--- src/buck3_consts.vh ---
// constants for the third buck converter configuration bank
`ifndef BUCK3_CONSTS_VH
`define BUCK3_CONSTS_VH
// register offsets, printed offsets are not word multiples so these are indices
`define CONTROL_TWO_IDX 16'h4061
`define ON_CONFIG_IDX 16'h4062
`define SLEEP_CONTROL_IDX 16'h4063
// control two fields
`define HWSRC_HI 12
`define HWSRC_LO 11
`define HWVSEL_BIT 10
`define HWMODE_HI 9
`define HWMODE_LO 8
`define OVP_BIT 7
// on config fields
`define SLOT_HI 15
`define SLOT_LO 13
`define ONMODE_HI 9
`define ONMODE_LO 8
`define VUP_HI 6
`define VUP_LO 2
`define VLO_HI 1
`define VLO_LO 0
// sleep code field
`define SLPV_HI 6
`define SLPV_LO 0
// reset values
`define HWSRC_RST 2'h0
`define HWVSEL_RST 1'h0
`define HWMODE_RST 2'h3
`define OVP_RST 1'h0
`define SLOT_RST 3'h0
`define ONMODE_RST 2'h1
`define VUP_RST 5'h00
`define VLO_RST 2'h0
`define SLPV_RST 7'h00
// codes
`define MODE_FCCM 2'h0
`define MODE_AUTO 2'h1
`define MODE_OFF 2'h1
`define MODE_LDO 2'h2
`define MODE_HYST 2'h3
`define SRC_NONE 2'h0
`define SRC_IN1 2'h1
`define SRC_IN2 2'h2
`define SRC_EITHER 2'h3
`define SLOT_NEVER 3'h0
`define SLOT_LAST 3'h5
`define SLOT_HWEN1 3'h6
`define SLOT_HWEN2 3'h7
`define VCODE_SAT 7'h66
`define VCODE_MAX_STEP 7'h66
// millivolts
`define MV_BASE 12'h352
`define MV_STEP 12'h019
`define MV_SAT 12'hd48
`endif

--- src/buck3_hw_ctrl_on_config.v ---
// third buck converter hardware-control and on-state configuration bank
//
// Overview of operation
// - under hardware control voltage is on code when select 0, sleep code when 1
// - hardware-control mode: 00 fccm, 01 converter off, 10 ldo, 11 hysteretic
// - on slot 000 never enables; 001..101 enable in timeslots 1..5
// - on slot 110 hands enable to hw enable 1, 111 to hw enable 2
// - on mode: 00 fccm, 01 auto pulse skipping, 10 ldo, 11 hysteretic; reset 01
// - on code: 0.85V plus 25mV per step, 66h..7Fh saturate at 3.4V
// - only upper five on-code bits loadable from otp or ice, 100mV steps
// - on code is upper 6:2 joined with lower 1:0, both reset zero
// - hw-control source: 00 none, 01 input 1, 10 input 2, 11 either
// - sleep code uses same mapping, saturating at 3.4V from 66h
`timescale 1ns/1ns
`default_nettype none
`include "buck3_consts.vh"
module buck3_hw_ctrl_on_config #(
  parameter ADDR_WIDTH = 16,
  parameter SLOT_WIDTH = 3
) (
  // clock and reset
  input wire clock,
  input wire rst_n,
  // wishbone slave
  input wire wb_cyc_i,
  input wire wb_stb_i,
  input wire wb_we_i,
  input wire [ADDR_WIDTH-1:0] wb_adr_i,
  input wire [3:0] wb_sel_i,
  input wire [31:0] wb_dat_i,
  output reg [31:0] wb_dat_o,
  output reg wb_ack_o,
  // configuration memory load
  input wire cfg_load,
  input wire [4:0] cfg_vcode_upper,
  // sequencer and pins
  input wire [SLOT_WIDTH-1:0] seq_timeslot,
  input wire seq_slot_strobe,
  input wire hwctl_in1,
  input wire hwctl_in2,
  input wire hwen_in1,
  input wire hwen_in2,
  // converter controls
  output reg conv_enable,
  output reg [1:0] conv_mode,
  output reg [6:0] conv_vcode,
  output reg [11:0] conv_millivolts,
  output reg overvoltage_guard_enable,
  output reg hwctl_active
);
  ////////////////////////////////////////////////////////////////////////
  // registers
  reg [1:0] hwctl_input_source_reg;
  reg hwctl_voltage_choice_reg;
  reg [1:0] hwctl_run_mode_reg;
  reg ovp_reg;
  reg [2:0] power_up_slot_reg;
  reg [1:0] normal_run_mode_reg;
  reg [4:0] vcode_upper_reg;
  reg [1:0] vcode_lower_reg;
  reg [6:0] sleep_voltage_code_reg;
  reg slot_enabled_reg;
  wire [6:0] normal_voltage_code;
  wire [3:0] pins_sync;
  wire req;
  wire wr;
  wire [15:0] wdata;
  wire [15:0] ctl2_rd;
  wire [15:0] oncfg_rd;
  wire [15:0] slp_rd;
  reg [31:0] rdata_next;
  reg hw_active_next;
  reg enable_next;
  reg [1:0] mode_next;
  reg [6:0] vcode_next;
  wire hwctl1_sync;
  wire hwctl2_sync;
  wire hwen1_sync;
  wire hwen2_sync;
  wire ctl2_hit;
  wire oncfg_hit;
  wire slp_hit;
  wire ctl2_wr_hi;
  wire ctl2_wr_lo;
  wire oncfg_wr_hi;
  wire oncfg_wr_lo;
  wire slp_wr_lo;
  reg slot_timed;
  reg slot_hwen1;
  reg slot_hwen2;
  reg hw_mode_disables;
  reg [1:0] hw_mode_applied;
  reg [1:0] on_mode_applied;

  assign normal_voltage_code = {vcode_upper_reg, vcode_lower_reg};
  assign req = wb_cyc_i & wb_stb_i & ~wb_ack_o;
  assign wr = req & wb_we_i;
  assign wdata = wb_dat_i[15:0];

  // pins come from outside, so synchronise before use
  buck3_sync2 #(.WIDTH(4)) pin_sync (
    .clock(clock),
    .rst_n(rst_n),
    .async_in({hwen_in2, hwen_in1, hwctl_in2, hwctl_in1}),
    .sync_out(pins_sync)
  );

  assign hwctl1_sync = pins_sync[0];
  assign hwctl2_sync = pins_sync[1];
  assign hwen1_sync = pins_sync[2];
  assign hwen2_sync = pins_sync[3];

  ////////////////////////////////////////////////////////////////////////
  // address and byte-lane decode; lanes 2 and 3 reach no field
  assign ctl2_hit = (wb_adr_i == `CONTROL_TWO_IDX);
  assign oncfg_hit = (wb_adr_i == `ON_CONFIG_IDX);
  assign slp_hit = (wb_adr_i == `SLEEP_CONTROL_IDX);
  assign ctl2_wr_hi = wr & ctl2_hit & wb_sel_i[1];
  assign ctl2_wr_lo = wr & ctl2_hit & wb_sel_i[0];
  assign oncfg_wr_hi = wr & oncfg_hit & wb_sel_i[1];
  assign oncfg_wr_lo = wr & oncfg_hit & wb_sel_i[0];
  assign slp_wr_lo = wr & slp_hit & wb_sel_i[0];

  ////////////////////////////////////////////////////////////////////////
  // register writes; byte lanes 0 and 1 only, upper lanes unused
  always @(posedge clock) begin
    if (!rst_n) begin
      hwctl_input_source_reg <= `HWSRC_RST;
      hwctl_voltage_choice_reg <= `HWVSEL_RST;
      hwctl_run_mode_reg <= `HWMODE_RST;
      ovp_reg <= `OVP_RST;
      power_up_slot_reg <= `SLOT_RST;
      normal_run_mode_reg <= `ONMODE_RST;
      vcode_upper_reg <= `VUP_RST;
      vcode_lower_reg <= `VLO_RST;
      sleep_voltage_code_reg <= `SLPV_RST;
    end else begin
      if (ctl2_wr_hi) begin
        hwctl_input_source_reg <= wdata[`HWSRC_HI:`HWSRC_LO];
        hwctl_voltage_choice_reg <= wdata[`HWVSEL_BIT];
        hwctl_run_mode_reg <= wdata[`HWMODE_HI:`HWMODE_LO];
      end
      if (ctl2_wr_lo) begin
        ovp_reg <= wdata[`OVP_BIT];
      end
      if (oncfg_wr_hi) begin
        power_up_slot_reg <= wdata[`SLOT_HI:`SLOT_LO];
        normal_run_mode_reg <= wdata[`ONMODE_HI:`ONMODE_LO];
      end
      if (oncfg_wr_lo) begin
        vcode_upper_reg <= wdata[`VUP_HI:`VUP_LO];
        vcode_lower_reg <= wdata[`VLO_HI:`VLO_LO];
      end
      if (slp_wr_lo) begin
        sleep_voltage_code_reg <= wdata[`SLPV_HI:`SLPV_LO];
      end
      // a configuration load overrides a same-cycle bus write of the upper bits
      if (cfg_load) begin
        vcode_upper_reg <= cfg_vcode_upper;
      end
    end
  end

  ////////////////////////////////////////////////////////////////////////
  // read mux and ack; unmapped addresses read zero and still ack
  assign ctl2_rd = {3'h0, hwctl_input_source_reg, hwctl_voltage_choice_reg, hwctl_run_mode_reg, ovp_reg, 7'h00};
  assign oncfg_rd = {power_up_slot_reg, 3'h0, normal_run_mode_reg, 1'b0, vcode_upper_reg, vcode_lower_reg};
  assign slp_rd = {9'h000, sleep_voltage_code_reg};

  always @* begin
    case (wb_adr_i)
      `CONTROL_TWO_IDX: rdata_next = {16'h0000, ctl2_rd};
      `ON_CONFIG_IDX: rdata_next = {16'h0000, oncfg_rd};
      `SLEEP_CONTROL_IDX: rdata_next = {16'h0000, slp_rd};
      default: rdata_next = 32'h00000000;
    endcase
  end

  always @(posedge clock) begin
    if (!rst_n) begin
      wb_ack_o <= 1'b0;
      wb_dat_o <= 32'h00000000;
    end else begin
      wb_ack_o <= req;
      wb_dat_o <= req ? rdata_next : 32'h00000000;
    end
  end

  ////////////////////////////////////////////////////////////////////////
  // power-up slot decode; the two hardware-enable codes bypass the sequencer
  always @* begin
    slot_timed = 1'b0;
    slot_hwen1 = 1'b0;
    slot_hwen2 = 1'b0;
    case (power_up_slot_reg)
      `SLOT_NEVER: begin
        slot_timed = 1'b0;
      end
      `SLOT_HWEN1: begin
        slot_hwen1 = 1'b1;
      end
      `SLOT_HWEN2: begin
        slot_hwen2 = 1'b1;
      end
      default: begin
        slot_timed = 1'b1;
      end
    endcase
  end

  // timed enable latches once its timeslot strobes; only reset or slot 000 clears it
  always @(posedge clock) begin
    if (!rst_n) begin
      slot_enabled_reg <= 1'b0;
    end else if (power_up_slot_reg == `SLOT_NEVER) begin
      slot_enabled_reg <= 1'b0;
    end else if (slot_timed && seq_slot_strobe &&
                 seq_timeslot == power_up_slot_reg[SLOT_WIDTH-1:0]) begin
      slot_enabled_reg <= 1'b1;
    end
  end

  ////////////////////////////////////////////////////////////////////////
  // mode decode; the off code shares its value with auto, so it is flagged apart
  always @* begin
    hw_mode_disables = 1'b0;
    case (hwctl_run_mode_reg)
      `MODE_FCCM: hw_mode_applied = `MODE_FCCM;
      `MODE_OFF: begin
        hw_mode_applied = `MODE_OFF;
        hw_mode_disables = 1'b1;
      end
      `MODE_LDO: hw_mode_applied = `MODE_LDO;
      `MODE_HYST: hw_mode_applied = `MODE_HYST;
      default: hw_mode_applied = `HWMODE_RST;
    endcase
    case (normal_run_mode_reg)
      `MODE_FCCM: on_mode_applied = `MODE_FCCM;
      `MODE_AUTO: on_mode_applied = `MODE_AUTO;
      `MODE_LDO: on_mode_applied = `MODE_LDO;
      `MODE_HYST: on_mode_applied = `MODE_HYST;
      default: on_mode_applied = `ONMODE_RST;
    endcase
  end

  ////////////////////////////////////////////////////////////////////////
  // active settings selection
  always @* begin
    case (hwctl_input_source_reg)
      `SRC_NONE: hw_active_next = 1'b0;
      `SRC_IN1: hw_active_next = hwctl1_sync;
      `SRC_IN2: hw_active_next = hwctl2_sync;
      `SRC_EITHER: hw_active_next = hwctl1_sync | hwctl2_sync;
      default: hw_active_next = 1'b0;
    endcase
    if (slot_hwen1) begin
      enable_next = hwen1_sync;
    end else if (slot_hwen2) begin
      enable_next = hwen2_sync;
    end else begin
      enable_next = slot_enabled_reg;
    end
    if (hw_active_next) begin
      // a disabled converter under hardware control ignores its enable source
      if (hw_mode_disables) begin
        enable_next = 1'b0;
      end
      mode_next = hw_mode_applied;
      vcode_next = hwctl_voltage_choice_reg ? sleep_voltage_code_reg : normal_voltage_code;
    end else begin
      mode_next = on_mode_applied;
      vcode_next = normal_voltage_code;
    end
  end

  // voltage in millivolts; saturate above the top step
  function [11:0] code_to_mv;
    input [6:0] code;
    begin
      if (code >= `VCODE_SAT) begin
        code_to_mv = `MV_SAT;
      end else begin
        code_to_mv = `MV_BASE + {5'h00, code} * `MV_STEP;
      end
    end
  endfunction

  always @(posedge clock) begin
    if (!rst_n) begin
      conv_enable <= 1'b0;
      conv_mode <= `ONMODE_RST;
      conv_vcode <= {`VUP_RST, `VLO_RST};
      conv_millivolts <= `MV_BASE;
      overvoltage_guard_enable <= `OVP_RST;
      hwctl_active <= 1'b0;
    end else begin
      conv_enable <= enable_next;
      conv_mode <= mode_next;
      conv_vcode <= vcode_next;
      conv_millivolts <= code_to_mv(vcode_next);
      overvoltage_guard_enable <= ovp_reg & enable_next;
      hwctl_active <= hw_active_next;
    end
  end
endmodule
`default_nettype wire

--- src/buck3_sync2.v ---
// two-flop synchroniser for pin inputs
`timescale 1ns/1ns
`default_nettype none
module buck3_sync2 #(
  parameter WIDTH = 4
) (
  // clock and reset
  input wire clock,
  input wire rst_n,
  // data
  input wire [WIDTH-1:0] async_in,
  output reg [WIDTH-1:0] sync_out
);
  reg [WIDTH-1:0] meta_reg;
  always @(posedge clock) begin
    if (!rst_n) begin
      meta_reg <= {WIDTH{1'b0}};
      sync_out <= {WIDTH{1'b0}};
    end else begin
      meta_reg <= async_in;
      sync_out <= meta_reg;
    end
  end
endmodule
`default_nettype wire

--- config.mk ---
export PLATFORM = sky130hd
export DESIGN_NAME = buck3_hw_ctrl_on_config
export DESIGN_NICKNAME = d
export VERILOG_FILES = /design/src/buck3_hw_ctrl_on_config.v /design/src/buck3_sync2.v
export VERILOG_INCLUDE_DIRS = /design/src /design/src/src
export SDC_FILE = /design/constraint.sdc
export NUM_CORES = 1
export LEC_CHECK = 0
export CAP_MARGIN = 10
export CORE_UTILIZATION = 35
export CTS_BUF_LIST = sky130_fd_sc_hd__clkbuf_4
export DETAILED_ROUTE_END_ITERATION = 10
export DONT_BUFFER_PORTS = 1
export PLACE_DENSITY_LB_ADDON = 0.05
export SKIP_CTS_REPAIR_TIMING = 1
export SYNTH_ARGS = -nofsm -noshare
export SYNTH_HDL_FRONTEND = slang
export SYNTH_HIERARCHICAL = 1
export SYNTH_SLANG_ARGS = --single-unit
--- constraint.sdc ---
create_clock -name clock -period 5.94 [get_ports clock]
set_input_delay 0.297 -clock clock [delete_from_list [all_inputs] [get_ports clock]]
set_output_delay 0.297 -clock clock [all_outputs]
set_load 0.1 [all_outputs]
# Word level (Yosys, flattened, before mapping)
# Index checks and enable logic that the tools add are counted.
# word_totals
regBits	91
inputBits	71
output_inout_bits	57
wordCells	83
# op_classes
magnitude_cmp	1
reduce_logical	11
n_mul	1
n_mux	18
n_eq_ne	15
addsub	1
bitwise	15
# op_table
op	n
$eq 16x15->1 const B	3
$pmux 16 s3	1
$pmux 2 s4	2
$mux 7	2
$add 10x12->12 const A	1
$and 1x1->1	12
$eq 2x2->1 const B	6
$mul 7x5->12 const B	1
$mux 12	1
$mux 5	2
$mux 1	8
$ge 7x7->1 const B	1
$eq 2x1->1 const B	3
$eq 3x3->1 const B	2
$logic_not 2->1	3
$pmux 1 s4	1
$reduce_or 2->1	2
$eq 3x3->1	1
$logic_not 3->1	1
$reduce_or 3->1	1
$logic_and 1x1->1	2
$mux 2	1
$not 1->1	2
$reduce_and 2->1	1
other kinds (2)	2

# Logic depth before layout (Yosys ltp)
# Gate-level depths: netlist of the first run.
# depth
depth_word	7
ltp_mapped	15
ltp_nobuf	15

# Hierarchy
# Netlist of the first run, hierarchy kept.
# by_module_without_submodules
mod	cells_each	seq_area_each_um2	instances	area_per_inst_um2
buck3_hw_ctrl_on_config	359	1341.3	1	3469.6
buck3_sync2	16	160.2	1	210.2

# Least setup slack after synthesis of the first run
# No wires, ideal clock.
# synth_timing
kind	register -> register
start	register pin_sync.sync_out[0]
end	register conv_millivolts[8]
path_slack_ns	2.304
n_path_buf	0
required_time_ns	5.805
period_less_slack_ns	3.636
setup_time_ns	0.135
t_arrival_ns	3.501
stages_incl_launch_ff	15
path_cell_list	dfxtp_1 > a22o_1 > nand2_1 > mux2_2 > ha_1 > inv_1 > fa_1 > inv_1 > ha_1 > ha_1 > a41oi_1 > o21bai_1 > a21oi_1 > xor2_1 > nand3_1
# synth_between
elab_chain_len	5
elab_cells_between_ends	7
classes_between	1 x add/sub; 1 x mul; 1 x order compare; 2 x mux; 1 x bitwise; 1 x reduce/logical
# synth_rtl
element	line	rtl
from (decl)	buck3_sync2.v:12	output reg [WIDTH-1:0] sync_out
from (signal assigned)	buck3_sync2.v:18	sync_out <= {WIDTH{1'b0}};
from (signal assigned)	buck3_sync2.v:21	sync_out <= meta_reg;
$or 1x1->1	buck3_hw_ctrl_on_config.v:253	`SRC_EITHER: hw_active_next = hwctl1_sync | hwctl2_sync;
$pmux 1 s4 (*)	buck3_hw_ctrl_on_config.v:249	case (hwctl_input_source_reg)
$mux 7 (*)	buck3_hw_ctrl_on_config.v:263	if (hw_active_next) begin
$mul 7x5->12 (no source line) / $ge 7x7->1 (equally long branches)	n/a	
$add 10x12->12 (no source line) / $reduce_or 2->1 (equally long branches)	n/a	
to (signal assigned)	buck3_hw_ctrl_on_config.v:293	conv_millivolts <= `MV_BASE;
to (signal assigned)	buck3_hw_ctrl_on_config.v:300	conv_millivolts <= code_to_mv(vcode_next);
to (decl)	buck3_hw_ctrl_on_config.v:47	output reg [11:0] conv_millivolts,
# Mark *: on every way between the ends. The rest lies on a longest branch, timed or not.
# A chain may end at the register's enable or synchronous reset.

# Final worst setup path of the first run
# layout_timing
start	register hwctl_input_source_reg[0]
end	register conv_millivolts[11]
# layout_between
elab_chain_len	6
elab_cells_between_ends	10
classes_between	1 x add/sub; 1 x mul; 1 x order compare; 3 x eq/ne; 3 x mux; 1 x reduce/logical
# layout_rtl
element	line	rtl
from (decl)	buck3_hw_ctrl_on_config.v:53	reg [1:0] hwctl_input_source_reg;
from (signal assigned)	buck3_hw_ctrl_on_config.v:128	hwctl_input_source_reg <= `HWSRC_RST;
from (signal assigned)	buck3_hw_ctrl_on_config.v:139	hwctl_input_source_reg <= wdata[`HWSRC_HI:`HWSRC_LO];
$eq 2x2->1 (tied with other cells)	buck3_hw_ctrl_on_config.v:249	
$pmux 1 s4 (*)	buck3_hw_ctrl_on_config.v:249	
$mux 7 (*)	buck3_hw_ctrl_on_config.v:263	
named net vcode_next[5]	buck3_hw_ctrl_on_config.v:75	reg [6:0] vcode_next;
$mul 7x5->12 (no source line)	n/a	
$add 10x12->12 (no source line)	n/a	
$mux 12 (*)	buck3_hw_ctrl_on_config.v:280	if (code >= `VCODE_SAT) begin
# The timed path passes the listed nets; every way through them passes the cells marked *.

==> out/metrics.cfg, run 1 <==
[die]
die_x_um = 105
pin_count = 128
die_area_um2 = 10900
die_y_um = 105
row_count = 37
start_util_pct = 35.8
core_um2 = 10300

[synth]
synth_top_cell_area_share_pct = 40.8
synth_area_um2 = 3680
synth.area.mux_share_pct = 7.96
ys.warnings.count = 6
synth_top_family_by_area = simple AND/OR/NAND/NOR gates
synth_adder_area_share_pct = 11.6
ys.flop_type = dfxtp_1
yosys.area.top_type = dfxtp_1
ys_ff_latch = 75
avgSynthCellArea_um2 = 9.81
yosys.area_share.simple_pct = 19.5
synth-xor-area-share_pct = 2.38
ys_top_cells_by_area = dfxtp_1 41%, ha_1 11%, mux2i_1 7.3%
ys_types = 53
synth-seq-area-share_pct = 40.8
synth-async-reset-ratio_pct = 0
synth_compound_area_share_pct = 11.1
synth_cells = 375
synth_edf_count = 0

[setup_path]
crit_type = reg2reg
start_kind = flop
required_ns = 6.24
crit_path_end_kind = flop
cp.arrival_ns = 4.46
path_max_fanout = 7
crit_start = hwctl_input_source_reg[0]
r2r-start = hwctl_input_source_reg[0]
r2r_slack_ns = 1.78

[sta]
rsz0062_at_grt = false
setup_violations = 0
hold_viol_final = 0
min_period_ns = 4.16
slew_headroom_pct = 35.1
fmax_ghz = 0.241
finClkSkew_ns = 0.0219
tightest_slew_ns = 0.972
layout_setup_ws_ns = 1.78
slew_violations = 0
setup_tns_ns = 0
period_share_pct = 70.0

[clocking]
cts_tree = built
clk_latency_ns = 0.42
clockRootBuffer = clkbuf_4
cts_inserted_buffers = 9
cts.clk_slew.worst_paths_ns = 0.13
h-tree-depth = 3
clockBufferDepth = 2
cts_sinks = 75

[placed_design]
placed_area_um2 = 3750
dp_hpwl_um = 5890
place_ws_ns = 1.72
io_buffer_count = 0
gp_congestion = 0.755

[cells_and_area]
biggestRegsByFlops = wb_dat_o (16), conv_millivolts (12)
top_register = wb_dat_o
fin_area_um2 = 4030
nFillCells = 1065
largest_reg_flops = 16
final_util_pct = 39.2
seqCellArea_um2 = 1500
drive_gt1_share_pct = 7.69
multiInputGateArea_um2 = 2000
syn2layout_area_growth_pct = 9.38
diodes = 0
nets = 489

[pwr]
peakVddDrop_uv = 232
p_leak_nw = 1.66
power.total_mw = 1.14
power_density_nw_per_um2 = 283

[global_route]
antenna_found_initial = 1
grt_pass1_vias = 2550
grt_use_total_pct = 15.4
gr-total-overflow = 0
grt_max_degree = 59
grt_first_pass_wirelength_um = 13000

[detailed_routing]
dr.first_iter.drc_count = 90
avgRoutedWirePerCell_um = 15.7
finalWirelength_um = 8270
vias = 2585
via_per_inst = 4.91
firstDrtPassIters = 6
drc_errors = 0
ant_nets = 0

[hold_path]
hold_path_class = in2reg
worstHoldStart = wb_dat_i[8]

[flow_run]
max_cap_violations = 0

[run_status]
outcome = finished clean

[synth_stat cells, types with 3 or more instances]
master,count
a21oi_1,9
a211oi_1,5
dfxtp_1,75
a21boi_0,3
o21ai_0,13
nand2_1,14
nor4b_1,3
inv_1,21
nand4_1,3
clkbuf_1,8
and3_1,7
nand3_1,6
nor2b_1,23
mux2i_1,27
nor3_1,8
o211ai_1,3
buf_4,16
a21o_1,3
a22oi_1,10
xor2_1,8
ha_1,31
and2_1,18
o21a_1,4
nor2_1,20
[stage by stage]
stage               hold slack, ns  instances
finish                     0.00871        526
global route               0.00217        526
CTS                        -0.0804        517
detailed placement           0.372        501
global placement             0.371        501
floorplan                    0.406        390
[path summary, 6_finish.rpt]
path	endpoint	cells past startpoint
worst max register to register	conv_millivolts[11]	13
worst min-delay path	normal_run_mode_reg[0]	2
worst max-delay path	conv_millivolts[11]	13
worst min register to register	pin_sync/sync_out[2]	1
[metal layers]
metal	part of all wire (%)	track usage [%]
met4	1.1	4.90
met5	0	0
met2	48	25.2
met3	6.6	4.93
met1	44	19.2
[logic make-up (layout without fill, tap and decap cells)]
group | after synthesis | in the layout
compound gates | 61 | 61
xor+xnor | 10 | 10
fa+ha+maj | 33 | 33
buf+inv | 47 | 47
flops | 75 | 75
mux | 29 | 29
other cells | 1 | 16
simple gates | 119 | 119
[final cells by class]
class                      count  share of cell area, %
clock inverter                 6                   2.39
clock buffer                  10                   1.87
sequential                    75                   37.3
multi-input combinational    268                   49.6
tap                          136                   4.23
timing repair buffer          10                   2.67
inverter                      21                   1.96
[report_power, final]
| group | total [mW] | switching [mW] | internal (mW) |
|---|---|---|---|
| Combinational | 0.154 | 0.102 | 0.0516 |
| Sequential | 0.610 | 0.0913 | 0.519 |
| Clock | 0.376 | 0.195 | 0.181 |
| Total | 1.14 | 0.388 | 0.752 |
[layout by cell type (no fill, tap or decap), types with 4 or more instances in the layout]
master and count:
o21a_1 4, nor2_1 20, mux2i_1 27, clkbuf_4 10, a21oi_1 9, a22oi_1 10
conb_1 16, nand2_1 14, and3_1 7, inv_1 21, xor2_1 8, a211oi_1 5
nand3_1 6, and2_1 18, dfxtp_1 75, ha_1 31, dlygate4sd3_1 8, nor3_1 8
o21ai_0 13, nor2b_1 23
[worst max-delay path, cell delays in order, from the launching register on]
cell,delay (ns)
dfxtp_1,0.35
a22o_1,0.31
nand2_1,0.34
mux2i_1,0.65
inv_1,0.25
ha_1,0.33
ha_1,0.29
ha_1,0.29
ha_1,0.36
a21o_1,0.20
a31o_2,0.24
a21oi_1,0.15
xor2_1,0.17
a21boi_0,0.10
Note: power is estimated with default switching activity, not from simulation.
==> run 2, diff against run 1 <==
ABC_AREA = 1   (was not set)
clock period = 3.77 ns   (was 5.94 ns; I/O delays follow)
==> run 2 against run 1 <==
Effect of this change:
- the flow now finishes with violations (negative hold slack)
- non-clock buffer count up 22
- combinational power is 100% higher
- sequential power grew 58%
- synthesized cell count increased by 35%
- maximum frequency up 21%
- flip-flop and latch count unchanged
==> out/metrics.cfg, run 2 <==
[die]
row_count = 37
die_area_um2 = 11400
pin_count = 128
start_util_pct = 36.6
die_y_um = 107
die_x_um = 107
core_um2 = 10500

[pwr]
power.total_mw = 1.76
power_density_nw_per_um2 = 404
p_leak_nw = 2.10
peakVddDrop_uv = 213

[global_route]
grt_use_total_pct = 16.8
grt_pass1_vias = 2885
antenna_found_initial = 0
grt_first_pass_wirelength_um = 14600
grt_max_degree = 44
gr-total-overflow = 0

[setup_path]
cp.arrival_ns = 3.80
crit_path_end_kind = flop
r2r_cells = 18
slowest_stage = dfxtp_1
r2r_slack_ns = 0.34
crit_type = reg2reg
crit_path_frequent_cell = nand2_1
slowest_delay_ns = 0.40
required_ns = 4.14
critPathBufInv = 1
start_kind = flop
cp_num_cells = 18
path_max_fanout = 9
r2r-start = hwctl_input_source_reg[1]
cp_top_family = adder cells
path_cells = nand2_1 -> nand2_4 -> nand2_4 -> nand2_1 -> o21a_1 -> ha_1 -> xnor2_1 -> ha_1 -> ha_1 -> ha_1 -> a21oi_1 -> nand2_1 -> a21oi_1 -> inv_1 -> nand2_1 -> nand2_1 -> nand2_1 -> nand2_1
reg2reg_to = conv_millivolts[11]

[synth]
ys_ff_latch = 75
ys_types = 38
ys_top_cells_by_area = dfxtp_1 39%, nand2_1 11%, ha_1 10%
yosysMostFrequentCell = nand2_1
ys.warnings.count = 6
synth_cells = 507
synth_top_cell_area_share_pct = 39.2
synth_area_um2 = 3830
synth-async-reset-ratio_pct = 0
yosys.area.top_type = dfxtp_1
ys.flop_type = dfxtp_1
avgSynthCellArea_um2 = 7.55
synth_edf_count = 0
synthTopCellsByCount = 111 x nand2_1, 75 x dfxtp_1, 69 x inv_1
synth-seq-area-share_pct = 39.2

[clocking]
cts_inserted_buffers = 9
cts.clk_slew.worst_paths_ns = 0.16
clk_latency_ns = 0.45
clockRootBuffer = clkbuf_4
cts_sinks = 75
clockBufferDepth = 2
h-tree-depth = 3
cts_tree = built

[sta]
period_share_pct = 91.1
slew_headroom_pct = 33.1
slew_violations = 0
fmax_ghz = 0.291
setup_tns_ns = 0
hold_viol_final = 3
min_period_ns = 3.43
fin_hold_ws_ns = -0.0110
setup_violations = 0
layout_setup_ws_ns = 0.337
finClkSkew_ns = 0.0248
rsz0062_at_grt = false
tightest_slew_ns = 1.00

[cells_and_area]
drive_gt1_share_pct = 6.96
final_cell_mix = 111 x nand2_1, 75 x dfxtp_1, 69 x inv_1
final_util_pct = 41.7
biggestRegsByFlops = wb_dat_o (16), conv_millivolts (12)
top_register = wb_dat_o
nFillCells = 1132
largest_reg_flops = 16
nets = 645
diodes = 0
final_common_cell = nand2_1
syn2layout_area_growth_pct = 13.9

[placed_design]
gp_congestion = 0.741
place_ws_ns = 0.323
io_buffer_count = 0
dp_hpwl_um = 6840

[detailed_routing]
dr.first_iter.drc_count = 137
ant_nets = 0
avgRoutedWirePerCell_um = 13.5
route.met3.wl_um = 513
finalWirelength_um = 9190
firstDrtPassIters = 4
wl_met1_um = 4390
top_layer = met4
vias = 3148
drc_errors = 0
via_per_inst = 4.62
wl_met2_um = 4180

[run_status]
violations = negative hold slack
outcome = finished with violations

[hold_path]
min_delay_worst_endpoint = vcode_upper_reg[0]
worstHoldStart = wb_dat_i[2]
hold_path_class = in2reg
hold_depth = 4

[flow_run]
max_cap_violations = 0

[run 2: worst max-delay path by stage]
stage / startpoint / to / slack (ns)
2_1_floorplan: hwctl_input_source_reg[1] / conv_millivolts[10] / 0.82
3_3_place_gp: hwctl_input_source_reg[1] / conv_millivolts[11] / 0.35
3_5_place_dp: hwctl_input_source_reg[1] / conv_millivolts[11] / 0.32
4_1_cts: hwctl_input_source_reg[1] / conv_millivolts[11] / 0.28
5_1_grt: hwctl_input_source_reg[1] / conv_millivolts[11] / 0.02
6_report: hwctl_input_source_reg[1] / conv_millivolts[11] / 0.34
[run 2: stage by stage]
stage                     std cells  cell area, µm²
after floorplan                 522            3880
after global placement          636            3910
after detailed placement        636            3910
after CTS                       652            4050
after global routing            682            4360
final                           682            4360
[run 2: logic make-up (layout without fill, tap and decap cells)]
kind of cell | after synthesis | in the layout | share of synthesized area [%]
compound gates | 52 | 52 | 7.68
mux | 3 | 3 | 0.784
flops | 75 | 75 | 39.2
other cells | 1 | 16 | 0.0979
fa+ha+maj | 33 | 33 | 11.2
simple gates | 241 | 241 | 28.5
xor+xnor | 6 | 6 | 1.37
buf+inv | 96 | 120 | 11.1
[run 2: power by group]
| group | internal (mW) | switching [mW] |
|---|---|---|
| clock network | 0.150 | 0.336 |
| registers | 0.819 | 0.143 |
| logic | 0.103 | 0.209 |
| total | 1.07 | 0.688 |
[run 2: layer usage]
| layer | global-route usage [%] | vias to the layer above |
|---|---|---|
| met5 | 0 | - |
| met1 | 21.6 | 1405 |
| met4 | 5.68 | 0 |
| met3 | 5.53 | 11 |
| met2 | 26.4 | 77 |
| li1 | - | 1655 |
[run 2: area by class of cell]
cell class	instances	area, µm²	area share (%)
Clock buffer	9	67.6	1.55
Clock inverter	7	68.8	1.58
Inverter	72	270	6.20
Multi-Input combinational cell	351	1960	44.9
Sequential cell	75	1500	34.4
Tap cell	136	170	3.90
Timing Repair Buffer	32	325	7.46
[run 2: worst reg2reg max path, delay by kind of cell, from the launching register on]
kind                       cells  cell delay [ns]
adders and majority gates      4             1.25
and+or+nand+nor                9             0.77
AOI/OAI and AO/OA              3             0.72
DFF                            1             0.40
xor gates and xnor gates       1             0.14
buffers and inverters          1             0.07
==> run 3, diff against run 2 <==
BUFFER_PORTS_ARGS = -buffer_cell sky130_fd_sc_hd__buf_2   (was not set)
DONT_BUFFER_PORTS = not set   (was 1)
==> run 3 against run 2 <==
Effect of this change:
- the run now ends clean
- highest routed layer unchanged
- cell area is 7.3% higher
- maximum frequency grew 2.0%
- combinational power rose by 54%
- total power up 6.5%
- core utilization increased by 3.0 points
- sequential power down 14%
- critical endpoint unchanged
- register-to-register slack better by 0.07 ns
- first-iteration DRC count shrank 38%
==> out/metrics.cfg, run 3 (same netlist as run 2, synthesis figures left out) <==
[die]
die_x_um = 107
die_y_um = 107
pin_count = 128
start_util_pct = 36.6
die_area_um2 = 11400
core_um2 = 10500
row_count = 37

[placed_design]
dp_hpwl_um = 7080
io_buffer_count = 93
placed_area_um2 = 4380
place_ws_ns = 0.407
place_inst = 729
gp_congestion = 0.764

[setup_path]
r2r-start = hwctl_input_source_reg[1]
r2r_cells = 19
crit_path_end_kind = flop
cp_top_family = adder cells
crit_path_frequent_cell = nand2_1
path_max_fanout = 9
path_cells = nand2_1 -> nand2_4 -> nand2_4 -> nand2_1 -> nand2_1 -> ha_1 -> inv_1 -> fa_1 -> inv_1 -> ha_1 -> ha_1 -> nand3_1 -> nand2_1 -> a21oi_1 -> inv_1 -> nand2_1 -> nand2_1 -> nand2_1 -> nand2_1
crit_type = reg2reg
slowest_stage = fa_1
r2r_slack_ns = 0.41
start_kind = flop
crit_path_end = conv_millivolts[11]
slowest_delay_ns = 0.54
cp.arrival_ns = 3.69
reg2reg_to = conv_millivolts[11]
cp_num_cells = 19
crit_start = hwctl_input_source_reg[1]
critPathBufInv = 3
required_ns = 4.10

[detailed_routing]
dr.first_iter.drc_count = 85
finalWirelength_um = 8960
via_per_inst = 4.52
firstDrtPassIters = 4
ant_nets = 0
vias = 3423
avgRoutedWirePerCell_um = 11.8
drc_errors = 0

[sta]
hold_viol_final = 0
fin_hold_ws_ns = 0.00778
setup_tns_ns = 0
finClkSkew_ns = 0.0142
tightest_slew_ns = 0.672
slew_headroom_pct = 54.8
min_period_ns = 3.36
period_share_pct = 89.2
fmax_ghz = 0.297
rsz0062_at_grt = false
slew_violations = 0
layout_setup_ws_ns = 0.406
setup_violations = 0

[clocking]
cts_inserted_buffers = 9
cts.clk_slew.worst_paths_ns = 0.12
h-tree-depth = 3
cts_sinks = 75
clockBufferDepth = 2
clockRootBuffer = clkbuf_4
clk_latency_ns = 0.42
cts_tree = built

[cells_and_area]
biggestRegsByFlops = wb_dat_o (16), conv_millivolts (12)
drive_gt1_share_pct = 20.9
nFillCells = 1141
final_cell_mix = 111 x nand2_1, 93 x buf_2, 75 x dfxtp_1
diodes = 0
final_common_cell = nand2_1
largest_reg_flops = 16
top_register = wb_dat_o
final_util_pct = 44.7
final_cells = 758
nets = 721
syn2layout_area_growth_pct = 22.2
fin_area_um2 = 4680

[pwr]
p_leak_nw = 2.45
peakVddDrop_uv = 258
power.total_mw = 1.87
power_density_nw_per_um2 = 401

[global_route]
gr-total-overflow = 0
grt_use_total_pct = 17.2
antenna_found_initial = 0
grt_first_pass_wirelength_um = 15100
grt_pass1_vias = 3261
grt_max_degree = 43

[hold_path]
hold_path_class = in2reg

[run_status]
outcome = finished clean

[flow_run]
max_cap_violations = 0

[run 3: cell types whose count changed in the layout (fill, tap and decap cells not counted), sizes merged]
cell,change
dlygate4sd3,-16
buf,+92
inv,-2
bufinv,+2
[run 3: layer usage]
| layer | vias to the layer above | track usage [%] | part of all wire, % |
|---|---|---|---|
| met5 | - | 0 | 0 |
| met4 | 0 | 5.28 | 1.2 |
| met3 | 12 | 3.47 | 4.5 |
| met2 | 74 | 29.6 | 47 |
| met1 | 1531 | 21.4 | 47 |
| li1 | 1806 | - | - |
[run 3: layout make-up]
type	count	area, µm²	share of cell area (%)
well taps	136	170	3.64
clock buffers	9	67.6	1.44
repair buffers	108	611	13.1
inverters	72	270	5.78
multi-input cells	351	1960	41.8
flip-flops and latches	75	1500	32.1
clock inverters	7	101	2.17
[run 3: worst min-delay path by stage]
stage / slack, ns / from / cells past startpoint / endpoint
final: 0.008 / wb_dat_i[10] / 3 / hwctl_voltage_choice_reg
after global placement: 0.37 / hwen_in1 / 3 / pin_sync/meta_reg[2]
after floorplan: 0.29 / hwctl_in1 / 2 / pin_sync/meta_reg[0]
after global routing: 0.001 / wb_dat_i[10] / 3 / hwctl_voltage_choice_reg
after detailed placement: 0.38 / hwen_in1 / 3 / pin_sync/meta_reg[2]
after CTS: -0.09 / hwen_in1 / 3 / pin_sync/meta_reg[2]
[run 3: power by group]
group / total [mW] / internal (mW) / switching [mW]
clock network: 0.569 / 0.273 / 0.296
logic: 0.479 / 0.122 / 0.357
registers: 0.827 / 0.819 / 0.00795
total: 1.87 / 1.21 / 0.661
[run 3: worst min-delay path: stages]
cell and delay (ns):
buf_2 0.08, nor2_1 0.04, nor2_1 0.09
